## config.mk

```make
export PLATFORM = sky130hd
export DESIGN_NAME = board_id_jumper_watchdog_regs
export DESIGN_NICKNAME = d
export VERILOG_FILES = /design/src/inc/board_id_pkg.sv /design/src/inc/wd_action_if.sv /design/src/core/wd_action_ctrl.sv /design/src/core/board_id_jumper_watchdog_regs.sv
export VERILOG_INCLUDE_DIRS = /design/src /design/src/inc
export SDC_FILE = /design/constraint.sdc
export NUM_CORES = 1
export LEC_CHECK = 0
export ABC_AREA = 1
export BUFFER_PORTS_ARGS = -buffer_cell sky130_fd_sc_hd__buf_2
export CORE_MARGIN = 8
export CORE_UTILIZATION = 50
export CTS_BUF_LIST = sky130_fd_sc_hd__clkbuf_4 sky130_fd_sc_hd__clkbuf_8
export CTS_CLUSTER_SIZE = 20
export DETAILED_ROUTE_END_ITERATION = 8
export GPL_TIMING_DRIVEN = 0
export MAX_ROUTING_LAYER = met4
export PLACE_DENSITY = 0.76
export SLEW_MARGIN = 20
export SYNTH_ARGS = -nofsm -noshare
export SYNTH_HDL_FRONTEND = slang
export SYNTH_SLANG_ARGS = --single-unit
```

## constraint.sdc

```tcl
create_clock -name clk -period 1.4 [get_ports clk]
set_input_delay 0.21 -clock clk [delete_from_list [all_inputs] [get_ports clk]]
set_output_delay 0.21 -clock clk [all_outputs]
set_load 0.005 [all_outputs]
```

## src/inc/board_id_consts.svh

```systemverilog
// named offsets, fields, reset values and timing for the board id bank
`ifndef BOARD_ID_CONSTS_SVH
`define BOARD_ID_CONSTS_SVH

// ----------------------------------------------------------------
// host i/o offsets
// ----------------------------------------------------------------
`define IO_ADDR_W 16
`define OFS_REVISION_TYPE 16'h01d1
`define OFS_JUMPER_INPUTS 16'h01d2
`define OFS_WD_ACTION_STATUS 16'h01d3

// ----------------------------------------------------------------
// board identity straps (revision value is arbitrary)
// ----------------------------------------------------------------
`define LOGIC_REVISION_CODE 5'h03
`define TEMP_GRADE_IND 1'h0
`define BUILD_CLASS_CUSTOM 1'h0
`define MATURITY_BETA 1'h0

// ----------------------------------------------------------------
// field positions
// ----------------------------------------------------------------
`define REV_CODE_HI 7
`define REV_CODE_LO 3
`define REV_TEMP_BIT 2
`define REV_CLASS_BIT 1
`define REV_BETA_BIT 0
`define JMP_ONE_BIT 1
`define JMP_TWO_BIT 0
`define WD_PIN_BIT 7
`define WD_SEL_HI 5
`define WD_SEL_LO 4
`define WD_MON_ST_BIT 3
`define WD_ROUTE_HI 1
`define WD_ROUTE_LO 0

// ----------------------------------------------------------------
// reset values
// ----------------------------------------------------------------
`define WD_SEL_RESET 2'h0
`define WD_ROUTE_RESET 2'h0
`define RDATA_RESET 8'h00

// ----------------------------------------------------------------
// timing
// ----------------------------------------------------------------
`define CLK_HZ 40000000
`define COLD_OFF_SEC 4
`define COLD_OFF_CYCLES (`COLD_OFF_SEC * `CLK_HZ)
`define COLD_CNT_W 28

`endif

```

## src/inc/board_id_pkg.sv

```systemverilog
// types shared by the board id bank and its watchdog action controller
package board_id_pkg;

   typedef enum logic [1:0] {
      WD_ACT_NONE = 2'h0,
      WD_ACT_WARM = 2'h1,
      WD_ACT_COLD = 2'h2,
      WD_ACT_UNDEF = 2'h3
   } wd_action_e;

   typedef enum logic [1:0] {
      WD_IDLE,
      WD_WARM,
      WD_COLD
   } wd_state_e;

endpackage

```

## src/inc/wd_action_if.sv

```systemverilog
// signals between the register bank and the watchdog action controller
interface wd_action_if;
   import board_id_pkg::*;
   wd_action_e action_sel;
   logic timeout;
   logic warm_reset;
   logic power_off;
   logic busy;

   modport regs (output action_sel, output timeout,
      input warm_reset, input power_off, input busy);
   modport ctrl (input action_sel, input timeout,
      output warm_reset, output power_off, output busy);
endinterface

```

## src/core/wd_action_ctrl.sv

```systemverilog
// reacts to a watchdog timeout with warm reset or timed power removal
`include "board_id_consts.svh"

module wd_action_ctrl
   import board_id_pkg::*;
#(
   parameter logic [`COLD_CNT_W-1:0] COLD_OFF_CYCLES =
      `COLD_CNT_W'(`COLD_OFF_CYCLES)
) (
   input wire logic clk,
   input wire logic rst_n,
   wd_action_if.ctrl wd
);

   wd_state_e state_r;
   logic [`COLD_CNT_W-1:0] cnt_r;

   // ----------------------------------------------------------------
   // action sequencer
   // ----------------------------------------------------------------
   // timeouts during an action are dropped; the board is resetting anyway
   always_ff @(posedge clk) begin
      if (!rst_n) begin
         state_r <= WD_IDLE;
      end else begin
         case (state_r)
            WD_IDLE: begin
               if (wd.timeout) begin
                  case (wd.action_sel)
                     WD_ACT_WARM: state_r <= WD_WARM;
                     WD_ACT_COLD: state_r <= WD_COLD;
                     default: state_r <= WD_IDLE;
                  endcase
               end
            end
            WD_WARM: state_r <= WD_IDLE;
            WD_COLD: begin
               if (cnt_r == COLD_OFF_CYCLES - 1'b1) begin
                  state_r <= WD_IDLE;
               end
            end
            default: state_r <= WD_IDLE;
         endcase
      end
   end

   // ----------------------------------------------------------------
   // power-off timer
   // ----------------------------------------------------------------
   always_ff @(posedge clk) begin
      if (!rst_n || state_r != WD_COLD) begin
         cnt_r <= '0;
      end else begin
         cnt_r <= cnt_r + 1'b1;
      end
   end

   assign wd.warm_reset = (state_r == WD_WARM);
   assign wd.power_off = (state_r == WD_COLD);
   assign wd.busy = (state_r != WD_IDLE);

endmodule

```

## src/core/board_id_jumper_watchdog_regs.sv

```systemverilog
// byte-wide board id, jumper and watchdog registers on the host i/o path
`include "board_id_consts.svh"

// How it works
// - revision register top five bits hold a fixed logic revision code.
// - revision bit 2 reports temperature grade, 1 means industrial, read-only.
// - revision bit 1 reports build class, 1 means customized, read-only.
// - jumper register bits 7 to 2 carry nothing.
// - jumper bit 1 reads 1 while the first jumper is fitted.
// - jumper bit 0 reads 1 while the second jumper is fitted.
// - watchdog register chooses the reaction to the watchdog pin asserting.
// - watchdog register layout: status 7, select 5:4, monitor 3, route 1:0.
// - select 00 nothing, 01 warm reset, 10 power off about four seconds.
// - watchdog status bit reads the inverse of the watchdog pin.
module board_id_jumper_watchdog_regs
   import board_id_pkg::*;
#(
   parameter logic [`COLD_CNT_W-1:0] COLD_OFF_CYCLES =
      `COLD_CNT_W'(`COLD_OFF_CYCLES)
) (
   input wire logic clk,
   input wire logic rst_n,
   input wire logic [`IO_ADDR_W-1:0] io_addr,
   input wire logic io_rd,
   input wire logic io_wr,
   input wire logic [7:0] io_wdata,
   output logic [7:0] io_rdata,
   output logic io_hit,
   input wire logic jumper_input_one,
   input wire logic jumper_input_two,
   input wire logic watchdog_pin,
   input wire logic monitor_irq_state,
   output logic [1:0] monitor_irq_route,
   output logic warm_reset_req,
   output logic power_off_req
);

   // ----------------------------------------------------------------
   // address decode
   // ----------------------------------------------------------------
   function automatic logic [2:0] decode(input logic [`IO_ADDR_W-1:0] a);
      decode = {a == `OFS_WD_ACTION_STATUS, a == `OFS_JUMPER_INPUTS,
         a == `OFS_REVISION_TYPE};
   endfunction

   logic [2:0] sel;
   wd_action_e action_sel_r;
   logic [1:0] route_r;
   logic wd_pin_prev_r;
   logic [7:0] rdata_r;
   logic [7:0] rev_byte;
   logic [7:0] jmp_byte;
   logic [7:0] wd_byte;
   logic [7:0] rdata_nxt;

   wd_action_if wd();

   assign sel = decode(io_addr);
   // unclaimed addresses belong to other devices on the shared i/o path
   assign io_hit = (io_rd || io_wr) && (sel != 3'h0);

   // ----------------------------------------------------------------
   // writable watchdog fields
   // ----------------------------------------------------------------
   always_ff @(posedge clk) begin
      if (!rst_n) begin
         action_sel_r <= wd_action_e'(`WD_SEL_RESET);
         route_r <= `WD_ROUTE_RESET;
      end else if (io_wr && sel[2]) begin
         // status bits and reserved bits of this byte are not stored
         action_sel_r <= wd_action_e'(io_wdata[`WD_SEL_HI:`WD_SEL_LO]);
         route_r <= io_wdata[`WD_ROUTE_HI:`WD_ROUTE_LO];
      end
   end

   // ----------------------------------------------------------------
   // timeout detect: pin going low flags the timeout
   // ----------------------------------------------------------------
   always_ff @(posedge clk) begin
      if (!rst_n) begin
         wd_pin_prev_r <= 1'b1;
      end else begin
         wd_pin_prev_r <= watchdog_pin;
      end
   end

   assign wd.timeout = wd_pin_prev_r && !watchdog_pin;
   assign wd.action_sel = action_sel_r;

   wd_action_ctrl #(
      .COLD_OFF_CYCLES(COLD_OFF_CYCLES)
   ) u_wd_action (
      .clk(clk),
      .rst_n(rst_n),
      .wd(wd.ctrl)
   );

   assign warm_reset_req = wd.warm_reset;
   assign power_off_req = wd.power_off;
   assign monitor_irq_route = route_r;

   // ----------------------------------------------------------------
   // read bytes
   // ----------------------------------------------------------------
   always_comb begin
      rev_byte = 8'h00;
      rev_byte[`REV_CODE_HI:`REV_CODE_LO] = `LOGIC_REVISION_CODE;
      rev_byte[`REV_TEMP_BIT] = `TEMP_GRADE_IND;
      rev_byte[`REV_CLASS_BIT] = `BUILD_CLASS_CUSTOM;
      rev_byte[`REV_BETA_BIT] = `MATURITY_BETA;
   end

   always_comb begin
      jmp_byte = 8'h00;
      jmp_byte[`JMP_ONE_BIT] = jumper_input_one;
      jmp_byte[`JMP_TWO_BIT] = jumper_input_two;
   end

   always_comb begin
      wd_byte = 8'h00;
      wd_byte[`WD_PIN_BIT] = !watchdog_pin;
      wd_byte[`WD_SEL_HI:`WD_SEL_LO] = action_sel_r;
      wd_byte[`WD_MON_ST_BIT] = monitor_irq_state;
      wd_byte[`WD_ROUTE_HI:`WD_ROUTE_LO] = route_r;
   end

   always_comb begin
      case (sel)
         3'h1: rdata_nxt = rev_byte;
         3'h2: rdata_nxt = jmp_byte;
         3'h4: rdata_nxt = wd_byte;
         default: rdata_nxt = `RDATA_RESET;
      endcase
   end

   // ----------------------------------------------------------------
   // read data register
   // ----------------------------------------------------------------
   // one-cycle latency keeps the data output off combinational paths
   always_ff @(posedge clk) begin
      if (!rst_n) begin
         rdata_r <= `RDATA_RESET;
      end else if (io_rd) begin
         rdata_r <= rdata_nxt;
      end
   end

   assign io_rdata = rdata_r;

endmodule

```

Word-level counts from Yosys, hierarchy flattened

Index checks and enable logic that the tools add are counted.

Register bits: 43
Input port bits: 32
Output and inout bits: 13
Logic and storage cells: 36

Add/sub/neg operators: 1
Equal/unequal tests: 14
Muxes and demuxes: 5
Reductions and logical operators: 10

Operator list:

| kind                                                  | number |
|---|---|
| == test 16 x 9 -> 1 bit, second input constant        | 3 |
| adder 28 x 1 -> 28 bit, second input constant         | 1 |
| == test 28 bit, second input constant                 | 1 |
| one-hot mux 8 bit (3 select lines)                    | 1 |
| one-hot mux 2 bit (2 select lines)                    | 2 |
| == test 2 x 1 -> 1 bit, second input constant         | 2 |
| == test 2 bit, second input constant                  | 2 |
| 2-to-1 mux 2 bit                                      | 2 |
| inequality test 2 x 1 -> 1 bit, second input constant | 2 |
| == test 3 x 1 -> 1 bit, second input constant         | 1 |
| == test 3 x 2 -> 1 bit, second input constant         | 1 |
| == test 3 bit, second input constant                  | 1 |
| logical AND 1 bit                                     | 3 |
| nonzero test 3 bit                                    | 1 |
| zero test 1 bit                                       | 2 |
| zero test 2 bit                                       | 1 |
| logical OR 1 bit                                      | 2 |
| inequality test 2 bit, second input constant          | 1 |
| AND reduction 2 bit                                   | 1 |

Depth between registers and ports, before layout

Depth after elaboration: 4
Depth in mapped cells: 9
Depth with buffers taken out: 9

Modules after synthesis

Synthesis repeated with hierarchy kept, for this count alone.

Cell total of the unflattened synthesis: 357
Area, all modules: 2296.0 um^2

Modules (own cells, without submodules):

| module                        | times used | cells an instance | area an instance (um^2) | seq. area each (um^2) |
|---|---|---|---|---|
| wd_action_ctrl                | 1          | 263               | 1677.9                  | 600.6 |
| board_id_jumper_watchdog_regs | 1          | 94                | 618.1                   | 220.2 |

Worst setup path after synthesis

Ideal clock, no wire load.

Path kind: reg2reg
Start point: register u_wd_action.cnt_r[0]
End point: register u_wd_action.state_r[1]
Setup time: 0.116 ns
Arrival: 1.246 ns
Data required time: 1.284 ns
Setup slack: 0.038 ns
Stages on the path, launching flop included: 9
Buffers on the path: 0
Clock period less this slack: 1.362 ns
Path through: dfxtp_1 ha_1 nand2_1 nor2_4 nand2_2 nor2_1 nand2_1 nand2_1 a21oi_1

Cells in the longest elaborated chain, start to end: 3

Ends and longest elaborated chain:

| element                                  | line                 | text |
|---|---|---|
| start: declaration                       | wd_action_ctrl.sv:16 | `` logic [`COLD_CNT_W-1:0] cnt_r; `` |
| start signal: assignment                 | wd_action_ctrl.sv:54 | `cnt_r <= cnt_r + 1'b1;` |
| == test 28 bit                           | wd_action_ctrl.sv:38 | `if (cnt_r == COLD_OFF_CYCLES - 1'b1) begin` |
| inequality test 2 x 1 -> 1 bit (no line) | -                    |  |
| AND reduction 2 bit (no line)            | -                    |  |
| end signal: assignment                   | wd_action_ctrl.sv:36 | `WD_WARM: state_r <= WD_IDLE;` |
| end signal: assignment                   | wd_action_ctrl.sv:39 | `state_r <= WD_IDLE;` |
| end signal: assignment                   | wd_action_ctrl.sv:42 | `default: state_r <= WD_IDLE;` |
| end: declaration                         | wd_action_ctrl.sv:15 | `wd_state_e state_r;` |

Every way passes these cells.
A chain may end at the register's enable or synchronous reset.

Worst setup path in the final report

Start point: register u_wd_action.cnt_r[4]
End point: register u_wd_action.cnt_r[11]

Cells in the longest elaborated chain, start to end: 1

Ends and longest elaborated chain:

| element                | line |
|---|---|
| adder 28 x 1 -> 28 bit | wd_action_ctrl.sv:54 |

Every way passes these cells.

==> summary.md <==
| Metric | Value |
|---|---|
| Synthesis-stage register bit count | 41 |
| # IOs | 45 |
| Reg-to-reg slack, setup | 80 ps |
| CTS Buf Count | 5 |
| CP cell instances | nand2_1 > nor2_2 > nand2_2 > inv_2 > nand2_2 > o21ai_0 > a21oi_1 |
| Via-per-instance ratio | 5.16 |
| P_leak | 1.02 nW |
| Clk root buf | clkbuf_8 |
| Die H | 82.9 µm |
| Clock sinks | 41 |
| Final setup TNS | 0 ps |
| Finished Layout Cells | 455 |
| Most common library cells after synthesis | 97 x nand2_1, 65 x nor2_1, 41 x dfxtp_1 |
| Critical path capture point type | register |
| Worst Path Required | 1590 ps |
| Status | completed |
| Final Max Tran Viols | 0 |
| Worst setup path end | u_wd_action.cnt_r[11] |
| Sw Ratio | 19.6% |
| R2r worst-path depth | 7 |
| Area leader, netlist | dfxtp_1 |
| Largest net degree at the start of global routing | 14 |
| Vias in the first global route | 2190 |
| CP most frequent cell | nand2_2 |
| Pwr per Cell Area | 869 mW/mm² |
| Clock power frac | 47.4% |
| IO Port Bufs | 37 |
| Sequential share of power | 49.0% |
| Worst R2R End | u_wd_action.cnt_r[11] |
| GR Overflow Total | 0 |
| Worst Path Max Fanout | 5 |
| Fin crit period | 1320 ps |
| Clock Latency Late Sink | 300 ps |
| Die ar. | 0.00688 mm² |
| Total track usage | 16.8% |
| 1st-iter DRT viols | 123 |
| Synth Instances | 352 |
| Inserted Diodes | 0 |
| Vias | 2347 |
| Max Cap Viol | 0 |
| Seq/Total Area, Yosys | 36.6% |
| Layout cell share with drive strength beyond 1 | 25.8% |
| CTS tree | done |
| Max Freq | 0.756 GHz |
| Post-synth ARST share | 0% |
| Area grow syn2layout | 22.3% |
| Wirelength per Cell | 12.6 µm |
| Number of flops mapped to enable cells by yosys | 0 |
| Gpl congestion | 0.913 |
| Worst setup SP type | register |
| Initial antenna violation count | 0 |
| Hold Path Class | in -> reg |
| Drt drc | 0 |
| Peak VDD IR | 681 µV |
| Synth top area cells | dfxtp_1 37%, nand2_1 16%, nor2_1 11% |
| Period Utilization, post-route | 94.5% |
| First-pass GRT wire length | 9650 µm |
| Synthesized cell area | 0.00224 mm² |
| Psw | 466 µW |
| Top_reg_cell synth | dfxtp_1 |
| Drt total wl | 5710 µm |
| Final #Nets | 435 |
| Synth top area share | 36.6% |
| Internal power | 1.92 mW |
| Clk slew on worst S/H paths | 80 ps |
| DRT antenna net count | 0 |
| Hold Fails Final Rpt | 0 |
| FF-to-FF Start | u_wd_action.cnt_r[4] |
| Detailed Routing Iterations Pass 1 | 5 |
| Top-count cell post-synth | nand2_1 |
| Clock Path Buffers | 2 |
| Initial Util | 51.8% |
| Final Skew | 9.69 ps |
| DPL Wire Length | 4270 µm |
| Core ar. | 0.00432 mm² |
| Post-Route Utilization | 63.4% |
| Crit path kind | reg -> reg |
| # hold bufs at CTS | 0 |
| Final setup fails | 0 |
| Critical Path Start | u_wd_action.cnt_r[4] |
| CP max stage delay | 380 ps |
| Logic pwr share | 3.5% |
| Tot Pwr | 2.38 mW |
| Htree depth | 2 |
| Synthesized area per cell | 6.37 µm² |
| Die width | 82.9 µm |
| Critical path's slowest cell | dfxtp_1 |
| Unrepaired setup endpoints after global routing | true |
| YS warnings | 0 |
| Core Rows | 24 |
| Distinct cells, synth | 27 |
| CP Data Arrival Time | 1510 ps |
| Placed cell count | 442 |
-- worst max-delay path, delay by kind of cell, from the launching register on --
family                 cells  cell delay [ps]
AO/OA/AOI/OAI              2              260
buffers and inverters      1              120
flip-flops                 1              380
AND/OR/NAND/NOR            4              470
-- area by class of cell --
cell class / instances / area (µm²)
Timing Repair Buffer: 42 / 223
Clock buffer: 5 / 68.8
Sequential cell: 41 / 836
Fill cell: 417 / 1580
Clock inverter: 3 / 65.1
Multi-Input combinational cell: 265 / 1300
Tap cell: 52 / 65.1
Inverter: 42 / 158
Buffer: 5 / 28.8
-- power groups by stage --
stage	combinational, mW	sequential [mW]	clock [mW]
2_1_floorplan	0.0341	1.20	0
3_3_place_gp	0.0786	1.20	0
3_5_place_dp	0.0807	1.20	0
4_1_cts	0.0810	1.17	1.15
5_1_grt	0.0953	1.17	1.20
6_report	0.0839	1.17	1.13
-- through the flow --
step,setup WS [ps],hold slack [ps],instance area [µm²]
2_1_floorplan,37.7,279,2240
3_3_place_gp,-189,422,2490
3_5_place_dp,-211,428,2490
4_1_cts,11.4,117,2650
5_1_grt,-24.3,154,2740
6_report,77.3,120,2740
-- cell families (layout without fill, tap and decap cells) --
logic type      after synthesis  after routing  synth area share [%]
compound gates               44             44                  10.2
other cells                   1              2                 0.167
simple gates                215            215                  43.0
fa+ha+maj                     1              1                 0.558
buf+inv                      47             97                  8.32
xor+xnor                      3              3                  1.17
flops                        41             41                  36.6
-- layer usage --
metal  up-vias  track usage [%]  part of all wire [%]  wire length [µm]
met4         0             5.75                   1.3                74
met2        68             25.6                    47              2670
li1       1206                -                     -                 -
met1      1066             21.6                    48              2720
met3         7             3.13                   4.4               252
met5         -                -                     0                 0
-- cells in the final DEF, fill, tap and decap left out, drive strengths merged --
cell type / n
o21ai: 14
bufinv: 2
clkinv: 1
nor3b: 1
dfxtp: 41
o21a: 1
nor4: 1
clkbuf: 6
nor3: 3
a22oi: 1
nand3b: 6
nor2: 78
inv: 42
o31ai: 1
nand4: 6
xnor2: 1
buf: 46
nand2: 103
nand3: 17
a21oi: 27
xor2: 2
conb: 2
ha: 1
-- registers in the layout (all words and copies together), names as in the netlist --
signal / flops
io_rdata: 6
wd_pin_prev_r: 1
u_wd_action.state_r: 2
action_sel_r: 2
monitor_irq_route: 2
u_wd_action.cnt_r: 28
-- worst min path at each step --
stage,from,to,slack [ps],depth (start not counted)
global placement,watchdog_pin,wd_pin_prev_r,420,3
CTS,watchdog_pin,wd_pin_prev_r,120,3
global route,watchdog_pin,wd_pin_prev_r,150,3
finish,watchdog_pin,wd_pin_prev_r,120,3
floorplan,rst_n,wd_pin_prev_r,280,1
detailed placement,watchdog_pin,wd_pin_prev_r,430,3
-- what timing repair did --
action,in CTS,in global routing
endpoints found under the setup margin,6,16
buffers inserted,1,4
gates cloned,0,0
resized for setup,3,28
pin swaps,1,6
Power figures use the tool's default switching activity.
